<file path="src/include/serial_mac_cfg_pkg.sv">
// constants, register layout and carrier types for the serial/MAC config bank
package serial_mac_cfg_pkg;
  // register indices as printed; byte address is four times the index
  localparam logic [7:0] IDX_MAC_CTRL1 = 8'h10;
  localparam logic [7:0] IDX_MAC_IEN = 8'h12;
  localparam logic [7:0] IDX_MAC_STAT = 8'h13;
  localparam logic [7:0] IDX_FIBER_CTRL2 = 8'h1A;
  localparam logic [7:0] IDX_IRQ_STAT = 8'h30;
  localparam logic [7:0] IDX_IRQ_EN = 8'h31;
  localparam logic [7:0] IDX_IRQ_CLR = 8'h32;
  localparam logic [7:0] IDX_SW_RESET = 8'h33;
  // fiber_serial_control_two fields
  localparam int BYP_EN_BIT = 6;
  localparam int BYP_ST_BIT = 5;
  localparam int FX_RSV_BIT = 4;
  localparam int TX_DIS_BIT = 3;
  localparam int AMP_LSB = 0;
  localparam logic [15:0] FIBER_CTRL2_RST = 16'h0042;
  localparam logic [15:0] FIBER_CTRL2_WMASK = 16'hFFDF;
  // mac_side_control_one fields
  localparam int PASS_ODD_BIT = 6;
  localparam int RX_PWR_BIT = 3;
  localparam logic [15:0] MAC_CTRL1_RST = 16'h4448;
  // interrupt enable / event bits
  localparam int FIFO_ERR_BIT = 7;
  localparam int IDLE_INS_BIT = 3;
  localparam int IDLE_DEL_BIT = 2;
  localparam logic [15:0] MAC_IEN_MASK = 16'h008C;
  localparam logic [15:0] IEN_RST = 16'h0000;
  localparam logic [2:0] AMP_RST = 3'h2;
  localparam logic [1:0] HTRANS_NONSEQ = 2'h2;
  localparam logic [2:0] HSIZE_WORD = 3'h2;
  // register index field of a byte address, and the software reset bit
  localparam int IDX_LSB = 2;
  localparam int IDX_MSB = 9;
  localparam int SW_RESET_BIT = 0;

  typedef struct packed {
    logic bypass_allowed;
    logic pass_odd_preamble;
    logic rx_clk_always_on;
  } applied_cfg_s;

  localparam applied_cfg_s APPLIED_RST = 3'h7;

  typedef struct packed {
    logic fifo_err;
    logic idle_ins;
    logic idle_del;
  } fifo_evt_s;

  localparam int EVT_COUNT = $bits(fifo_evt_s);
endpackage : serial_mac_cfg_pkg

</file>
<file path="src/hw/serial_mac_cfg_regs.sv">
// AHB-Lite register bank for serial interface and MAC interface options
//
// Design decision made here: the AHB-Lite slave port.
`timescale 1ns/1ps
// register map, byte address is four times the index:
//   0x10 MAC control, 0x12 MAC interrupt enable, 0x13 MAC event status
//   0x1A fiber serial control, 0x30 bank status, 0x31 bank enable
//   0x32 bank clear (write one), 0x33 software reset (bit 0)
// hreadyout is tied high and hresp to OKAY; every access takes one cycle
// update-type fields: bypass permission, preamble pass, receive clock
module serial_mac_cfg_regs
  import serial_mac_cfg_pkg::*;
(
  input wire logic hclk,
  input wire logic hresetn,
  input wire logic hsel,
  input wire logic [31:0] haddr,
  input wire logic [1:0] htrans,
  input wire logic hwrite,
  input wire logic [2:0] hsize,
  input wire logic [31:0] hwdata,
  input wire logic hready,
  output logic hreadyout,
  output logic hresp,
  output logic [31:0] hrdata,
  input wire logic link_up_pulse,
  input wire logic link_up_by_bypass,
  input wire logic an_complete_raw,
  input wire fifo_evt_s fifo_evt,
  output logic an_complete_rpt,
  output logic tx_disable,
  output logic [2:0] amp_code,
  output applied_cfg_s applied_cfg,
  output logic irq
);
  // register storage
  logic [15:0] fiber_ctrl2_r;
  logic [15:0] mac_ctrl1_r;
  logic [15:0] mac_ien_r;
  logic byp_status_r;
  fifo_evt_s mac_stat_r;
  fifo_evt_s irq_stat_r;
  fifo_evt_s irq_en_r;
  logic byp_allow_r;
  logic pass_odd_r;
  logic rx_clk_on_r;
  logic ap_valid_r;
  logic ap_write_r;
  logic [7:0] ap_idx_r;
  logic wr_en;
  logic rd_stat;
  logic sw_reset;
  logic [15:0] wdata;
  logic [31:0] rdata_nxt;
  // bus decode
  logic addr_ok;
  logic rd_req;
  logic wr_fiber;
  logic wr_mac1;
  logic wr_ien;
  logic wr_irq_en;
  logic wr_irq_clr;
  // event routing
  fifo_evt_s stat_clr;
  fifo_evt_s ien_evt;
  fifo_evt_s irq_pend;

  // register index of a byte address
  function automatic logic [7:0] addr_idx(input logic [31:0] a);
    addr_idx = a[IDX_MSB:IDX_LSB];
  endfunction : addr_idx

  function automatic fifo_evt_s pick_evt(input logic [15:0] v);
    pick_evt.fifo_err = v[FIFO_ERR_BIT];
    pick_evt.idle_ins = v[IDLE_INS_BIT];
    pick_evt.idle_del = v[IDLE_DEL_BIT];
  endfunction : pick_evt

  function automatic logic [15:0] place_evt(input fifo_evt_s e);
    place_evt = 16'h0000;
    place_evt[FIFO_ERR_BIT] = e.fifo_err;
    place_evt[IDLE_INS_BIT] = e.idle_ins;
    place_evt[IDLE_DEL_BIT] = e.idle_del;
  endfunction : place_evt

  // always zero wait state, always OKAY: nothing here needs a second cycle
  assign hreadyout = 1'b1;
  assign hresp = 1'b0;

  // only whole aligned words are taken; anything else is ignored silently
  assign addr_ok = hsel && (htrans == HTRANS_NONSEQ)
                   && (hsize == HSIZE_WORD) && (haddr[1:0] == 2'h0);
  assign rd_req = addr_ok && hready && !hwrite;

  // data-phase write strobes, one per writable register
  assign wdata = hwdata[15:0];
  assign stat_clr = pick_evt(wdata);
  assign wr_en = ap_valid_r && ap_write_r;
  assign wr_fiber = wr_en && (ap_idx_r == IDX_FIBER_CTRL2);
  assign wr_mac1 = wr_en && (ap_idx_r == IDX_MAC_CTRL1);
  assign wr_ien = wr_en && (ap_idx_r == IDX_MAC_IEN);
  assign wr_irq_en = wr_en && (ap_idx_r == IDX_IRQ_EN);
  assign wr_irq_clr = wr_en && (ap_idx_r == IDX_IRQ_CLR);
  assign sw_reset = wr_en && (ap_idx_r == IDX_SW_RESET)
                    && hwdata[SW_RESET_BIT];

  // address phase captured for the data phase that follows
  always_ff @(posedge hclk or negedge hresetn) begin
    if (!hresetn) begin
      ap_valid_r <= 1'b0;
    end else if (hready) begin
      ap_valid_r <= addr_ok;
    end
  end

  always_ff @(posedge hclk or negedge hresetn) begin
    if (!hresetn) begin
      ap_write_r <= 1'b0;
    end else if (hready) begin
      ap_write_r <= hwrite;
    end
  end

  always_ff @(posedge hclk or negedge hresetn) begin
    if (!hresetn) begin
      ap_idx_r <= 8'h00;
    end else if (hready) begin
      ap_idx_r <= addr_idx(haddr);
    end
  end

  // the status register clears on the edge that takes its read address
  assign rd_stat = rd_req && (addr_idx(haddr) == IDX_MAC_STAT);

  // read view of the addressed register; unmapped or unaligned reads give 0
  always_comb begin
    rdata_nxt = 32'h0000_0000;
    if (addr_ok) begin
      unique case (addr_idx(haddr))
        IDX_FIBER_CTRL2: begin
          rdata_nxt[15:0] = fiber_ctrl2_r;
          rdata_nxt[BYP_ST_BIT] = byp_status_r;
        end
        IDX_MAC_CTRL1: rdata_nxt[15:0] = mac_ctrl1_r;
        IDX_MAC_IEN: rdata_nxt[15:0] = mac_ien_r;
        IDX_MAC_STAT: rdata_nxt[15:0] = place_evt(mac_stat_r);
        IDX_IRQ_STAT: rdata_nxt[15:0] = place_evt(irq_stat_r);
        IDX_IRQ_EN: rdata_nxt[15:0] = place_evt(irq_en_r);
        default: rdata_nxt = 32'h0000_0000;
      endcase
    end
  end

  // read data comes from a flop so the bus sees no path from the address
  // decode to hrdata; it holds until the next read address phase
  always_ff @(posedge hclk or negedge hresetn) begin
    if (!hresetn) begin
      hrdata <= 32'h0000_0000;
    end else if (hsel && hready && (htrans == HTRANS_NONSEQ) && !hwrite) begin
      hrdata <= rdata_nxt;
    end
  end

  // control register writes; software reset leaves these written control values alone
  always_ff @(posedge hclk or negedge hresetn) begin
    if (!hresetn) begin
      fiber_ctrl2_r <= FIBER_CTRL2_RST;
    end else if (wr_fiber) begin
      fiber_ctrl2_r <= wdata & FIBER_CTRL2_WMASK;
    end
  end

  // reserved bits are stored as written; keeping them legal is software's job
  always_ff @(posedge hclk or negedge hresetn) begin
    if (!hresetn) begin
      mac_ctrl1_r <= MAC_CTRL1_RST;
    end else if (wr_mac1) begin
      mac_ctrl1_r <= wdata;
    end
  end

  // interrupt enables are retain-type: software reset leaves them alone
  always_ff @(posedge hclk or negedge hresetn) begin
    if (!hresetn) begin
      mac_ien_r <= IEN_RST;
    end else if (wr_ien) begin
      mac_ien_r <= wdata;
    end
  end

  // update-type fields reach the datapath only on software reset, so a
  // disruptive change is never applied while a frame is in flight
  always_ff @(posedge hclk or negedge hresetn) begin
    if (!hresetn) begin
      byp_allow_r <= APPLIED_RST.bypass_allowed;
    end else if (sw_reset) begin
      byp_allow_r <= fiber_ctrl2_r[BYP_EN_BIT];
    end
  end

  always_ff @(posedge hclk or negedge hresetn) begin
    if (!hresetn) begin
      pass_odd_r <= APPLIED_RST.pass_odd_preamble;
    end else if (sw_reset) begin
      pass_odd_r <= mac_ctrl1_r[PASS_ODD_BIT];
    end
  end

  always_ff @(posedge hclk or negedge hresetn) begin
    if (!hresetn) begin
      rx_clk_on_r <= APPLIED_RST.rx_clk_always_on;
    end else if (sw_reset) begin
      rx_clk_on_r <= mac_ctrl1_r[RX_PWR_BIT];
    end
  end

  assign applied_cfg = '{bypass_allowed: byp_allow_r,
                         pass_odd_preamble: pass_odd_r,
                         rx_clk_always_on: rx_clk_on_r};

  // bypass status: status is cleared by software reset as its reset column says, except when a link-up pulse arrives in the same cycle
  always_ff @(posedge hclk or negedge hresetn) begin
    if (!hresetn) begin
      byp_status_r <= 1'b0;
    end else if (link_up_pulse) begin
      byp_status_r <= link_up_by_bypass && byp_allow_r;
    end else if (sw_reset) begin
      byp_status_r <= 1'b0;
    end
  end

  // outputs that follow the stored fields directly; no pending stage
  assign an_complete_rpt = an_complete_raw && !byp_status_r;
  assign tx_disable = fiber_ctrl2_r[TX_DIS_BIT];
  assign amp_code = fiber_ctrl2_r[AMP_LSB +: 3];

  // latched-high event bits clear on read or software reset; an event that
  // arrives in the clearing cycle wins so that it is never lost
  generate
    for (genvar i = 0; i < EVT_COUNT; i++) begin : g_evt
      always_ff @(posedge hclk or negedge hresetn) begin
        if (!hresetn) begin
          mac_stat_r[i] <= 1'b0;
        end else if (fifo_evt[i]) begin
          mac_stat_r[i] <= 1'b1;
        end else if (sw_reset || rd_stat) begin
          mac_stat_r[i] <= 1'b0;
        end
      end

      // bank-level sticky copy, cleared by writing one to its bit
      always_ff @(posedge hclk or negedge hresetn) begin
        if (!hresetn) begin
          irq_stat_r[i] <= 1'b0;
        end else if (fifo_evt[i]) begin
          irq_stat_r[i] <= 1'b1;
        end else if (wr_irq_clr && stat_clr[i]) begin
          irq_stat_r[i] <= 1'b0;
        end
      end
    end : g_evt
  endgenerate

  always_ff @(posedge hclk or negedge hresetn) begin
    if (!hresetn) begin
      irq_en_r <= '0;
    end else if (wr_irq_en) begin
      irq_en_r <= pick_evt(wdata);
    end
  end

  // both the device enable bits and the bank enable must allow an event;
  // the bank enable lets software mask without touching the device bits
  assign ien_evt = pick_evt(mac_ien_r & MAC_IEN_MASK);
  assign irq_pend = irq_stat_r & irq_en_r & ien_evt;

  always_comb begin
    irq = |irq_pend;
  end
endmodule : serial_mac_cfg_regs

</file>
<file path="config.mk">
export PLATFORM = sky130hd
export DESIGN_NAME = serial_mac_cfg_regs
export DESIGN_NICKNAME = d
export VERILOG_FILES = /design/src/include/serial_mac_cfg_pkg.sv /design/src/hw/serial_mac_cfg_regs.sv
export SDC_FILE = /design/constraint.sdc
export NUM_CORES = 1
export LEC_CHECK = 0
export BUFFER_PORTS_ARGS = -buffer_cell sky130_fd_sc_hd__buf_4
export CORE_ASPECT_RATIO = 1.2
export CORE_UTILIZATION = 30
export CTS_CLUSTER_SIZE = 10
export DETAILED_ROUTE_END_ITERATION = 8
export HOLD_SLACK_MARGIN = 0.03
export MAX_ROUTING_LAYER = met4
export PLACE_DENSITY = 0.62
export SETUP_SLACK_MARGIN = 0.02
export SLEW_MARGIN = 10
export SYNTH_ARGS = -nofsm -noshare
export SYNTH_HDL_FRONTEND = slang
export SYNTH_SLANG_ARGS = --single-unit
</file>
<file path="constraint.sdc">
create_clock -name hclk -period 4.8 [get_ports hclk]
set_clock_uncertainty 0.2 [all_clocks]
set_input_delay 0.72 -clock hclk [delete_from_list [all_inputs] [get_ports hclk]]
set_output_delay 0.72 -clock hclk [all_outputs]
set_load 0.1 [all_outputs]
</file>
### Yosys cells after proc, flatten, opt, wreduce, memory -nomap -nowiden

Index checks and enable logic that the tools add are counted.

* register bits after elaboration: 102
* output and inout bits: 43
* input bits: 80

* reductions and logical operators: 34
* muxes and demuxes: 14
* bitwise logic cells: 2
* equal/unequal tests: 14

Operators by type and width (number)
* $pmux W16 S6: 1
* $eq A8 B5 Y1 const B: 7
* $eq A8 B6 Y1 const B: 5
* $logic_and A1 B1 Y1: 22
* $mux W16: 1
* $reduce_bool A2 Y1: 7
* $mux W1: 12
* $and A3 B3 Y3: 2
* $eq A3 B2 Y1 const B: 1
* $reduce_or A3 Y1: 1
* $eq A2 B2 Y1 const B: 1
* $logic_not A1 Y1: 2
* $logic_not A2 Y1: 1
* $logic_or A1 B1 Y1: 1

### Longest topological paths before layout

* word-level depth: 10
* gate-level depth with buffers: 6

### Worst setup path before layout

No wires, ideal clock.

* path type: input to output
* start point: input an_complete_raw
* end point: output an_complete_rpt
* arrival: 2.054 ns
* setup slack: 1.826 ns
* cell stages on the path: 1
* path buffers: 0
* path through: nor2b_1

* word-level cells in the longest chain between the ends: 1

Ends and longest elaborated chain
* start: declaration: line serial_mac_cfg_regs.sv:28 `input wire logic an_complete_raw,`
* $logic_and A1 B1 Y1: line serial_mac_cfg_regs.sv:233 `assign an_complete_rpt = an_complete_raw && !byp_status_r;`
* end: declaration: line serial_mac_cfg_regs.sv:30 `output logic an_complete_rpt,`

Every way passes these cells.

### Worst setup path in the final report

* start point: register ap_idx_r[0]
* end point: register fiber_ctrl2_r[7]

* word-level cells in the longest chain between the ends: 2

Ends and longest elaborated chain
* start: declaration: line serial_mac_cfg_regs.sv:49 `logic [7:0] ap_idx_r;`
* start signal: assignment: line serial_mac_cfg_regs.sv:128 `ap_idx_r <= addr_idx(haddr);`
* $eq A8 B5 Y1: line serial_mac_cfg_regs.sv:99 `assign wr_fiber = wr_en && (ap_idx_r == IDX_FIBER_CTRL2);`
* $logic_and A1 B1 Y1: line serial_mac_cfg_regs.sv:99
* end signal: assignment: line serial_mac_cfg_regs.sv:169 `fiber_ctrl2_r <= wdata & FIBER_CTRL2_WMASK;`
* end: declaration: line serial_mac_cfg_regs.sv:37 `logic [15:0] fiber_ctrl2_r;`

Every way passes these cells.
A chain may end at the register's enable or synchronous reset.

==> flow_summary.ini <==
[finish]
n_antenna_cell = 0
fillCellCount = 1246
nets = 453
drive_gt1_frac = 0.429
syn2layout_area_growth_pct = 20.4

[route]
drtPass1Iterations = 4
vias = 2618
viasPerCell = 4.83
drc = 0
ant_nets = 0
drt_first_iter_violations = 111
wl_per_cell_um = 16.7
wl_mm = 9.03

[yosys]
synth_area_sq_um = 4000
synthFlopType = dfrtp_1
async_flop_share = 1.00
ys_types = 36
synth-seq-cells = 86
yosysSeqAreaShare = 0.540
synth.avg_cell_area_sq_um = 12.7
syn_inst = 316
synth_edf_count = 0
ys_warn_count = 0

[worst_setup_path]
cp_slowest_cell = nor3_4
critical_path.cell_chain = or4b_4, nand2b_4, nor3_4, mux2_2
cp.arrival_ns = 2.69
crit_type = register to register
cp_max_fo = 15
critPathCaptureType = register
cp.buffers_inverters = 0
crit_path_start_kind = register
max_stage_delay_ns = 0.80
cpLargestDelayFamily = simple AND/OR/NAND/NOR gates
required_ns = 4.82

[timing]
fmaxAchievable_mhz = 374
rsz0062_at_grt = no
tns_ns = 0
post-route-min-period_ns = 2.68
period_share = 0.557
setup_viol_count_final = 0
maxSlewViolCount = 0
max-slew-margin-rel = 0.276
tightest_slew_ns = 1.09
hold_violations = 0

[clocking]
clkLatencyLatePin_ns = 0.33
cts.clk_slew.worst_paths_ns = 0.06
cts_hold_buf = 0
cts_buffer_depth = 2
root_buffer = clkbuf_16
ctsHtreeMaxLevel = 3
postCtsSetupBuffers = 0
cts_tree = yes
cts-buffers-inserted = 9
cts_resized = 0
clock_sinks = 86

[floorplanning]
rows = 45
fp.dieH_um = 129
die_area_sq_um = 13800
initial_core_util = 0.312
coreArea_sq_um = 12800
io_pins = 123
die_w_um = 107

[grt]
grt_start_max_net_pins = 87
overflow = 0
grt_pass1_wl_mm = 14.4
antenna_found_initial = 0
grtUsageTotal = 0.142
grt_pass1_vias = 2671

[pwr]
p_comb_frac = 0.095
total_power_uw = 1590
peakVddDrop_mv = 0.165
switching_share = 0.250
internal-power_uw = 1190
power_frac_clock = 0.438
leakage_uw = 0.00228
power.density_nw_per_um2 = 330
p_seq_frac = 0.467
p_sw_uw = 398

[worst_hold_path]
hp-class = register to register

[flow_run]
maxCapViolCount = 0

[placed_design]
dp_hpwl_mm = 5.98
io_buffers = 66
place_congestion = 0.815

[run_status]
outcome = finished, final reports clean
## cells in the mapped netlist, types with 2 or more instances
master	instances	area share
nand4b_1	2	0.0044
a21o_1	3	0.0056
o2bb2ai_1	3	0.0066
o21ai_0	22	0.028
mux2_4	2	0.0075
a31o_2	3	0.0066
conb_1	2	0.0019
nor2b_1	4	0.0063
nand2_1	26	0.024
a22oi_1	3	0.0056
nor3_4	2	0.0081
mux2_2	59	0.17
nand3_1	9	0.011
buf_6	2	0.0056
buf_4	26	0.049
dfstp_2	9	0.059
nor3_1	2	0.0025
and3b_1	2	0.0044
a22o_1	13	0.028
clkbuf_1	5	0.0047
dfrtp_1	77	0.48
nor4_1	2	0.0031
inv_1	3	0.0028
nor2_1	2	0.0019
buf_2	4	0.0050
mux2i_1	19	0.048
## cells by family (layout without fill, tap and decap cells)
group,after synthesis,count (layout),synth area share
AOI/OAI and AO/OA,48,48,0.0816
buffers and inverters,41,87,0.0678
muxes,80,80,0.221
DFF,86,86,0.540
other,2,18,0.00188
and+or+nand+nor,59,59,0.0872
## registers in the layout, summed over array words and instances, names as in the netlist
name,flops
hrdata,16
mac_ctrl1_r,16
mac_ien_r,16
fiber_ctrl2_r,15
ap_idx_r,8
irq_en_r,3
irq_stat_r,3
mac_stat_r,3
ap_valid_r,1
ap_write_r,1
byp_allow_r,1
byp_status_r,1
pass_odd_r,1
rx_clk_on_r,1
## placed cells by master, fill, tap and decap left out, drive strengths merged
master,count
o2bb2ai,3
conb,18
mux2i,19
nor3,4
a31o,3
or4b,2
a22o,13
nand2b,1
a22oi,3
or3b,1
inv,3
and3b,2
dfrtp,77
dfstp,9
nor2,2
nand2,26
nor2b,4
buf,68
clkbuf,11
nor4,2
nand4b,2
or4,1
nor4b,2
clkinv,2
clkinvlp,2
a21oi,1
o21ai,22
a21o,3
nand3,9
nand4,1
bufinv,1
mux2,61
## power groups by stage
| stage | Combinational [uW] | Clock, uW | Sequential [uW] |
|---|---|---|---|
| 2_1_floorplan | 109 | 0 | 753 |
| 4_1_cts | 153 | 711 | 742 |
| 6_report | 151 | 695 | 742 |
| 5_1_grt | 162 | 744 | 743 |
| 3_5_place_dp | 153 | 0 | 755 |
| 3_3_place_gp | 151 | 0 | 755 |
## per-stage QoR
stage               area, sq um  instances   util  hold WS (ns)  setup WS [ns]
floorplan                  4060        332      -         0.224           1.83
global placement           4520        526  0.352         0.265           2.09
detailed placement         4520        526  0.352         0.274           2.09
CTS                        4820        542  0.375         0.288           2.08
global route               4820        542  0.375         0.303           2.04
finish                     4820        542  0.375         0.276           2.12
## area by class of cell
class,count,area (sq um),share of cell area
clock buffer,11,243,0.0504
sequential,86,2160,0.449
clock inverter,5,58.8,0.0122
multi-input combinational,205,1630,0.338
tap,164,205,0.0426
timing repair buffer,68,510,0.106
inverter,3,11.3,0.00234
## per-layer routing
layer	up-vias	global-route usage	wire length, um	share of wire
met5	-	-	0	0
met4	0	0.0314	79	0.0088
met3	9	0.0395	478	0.053
met2	83	0.231	4360	0.48
met1	1320	0.174	4110	0.45
li1	1206	-	-	-
## worst paths after layout
kind                            depth (start not counted)  slack, ns          endpoint   startpoint
worst max-delay path                                    4       2.12  fiber_ctrl2_r[7]  ap_idx_r[0]
min in group asynchronous                               1       0.40       ap_idx_r[6]      hresetn
max in group asynchronous                               1       3.32      byp_status_r      hresetn
worst min-delay path                                    2       0.28         hrdata[2]    hrdata[2]
worst min register to register                          2       0.28         hrdata[2]    hrdata[2]
worst max register to register                          4       2.12  fiber_ctrl2_r[7]  ap_idx_r[0]
## tightest hold or removal path: stages, from the launching register on
cell and delay [ns]:
dfrtp_1 0.34, nand2_1 0.04, o21ai_0 0.05
No activity file was read; power rests on OpenSTA's default activity.
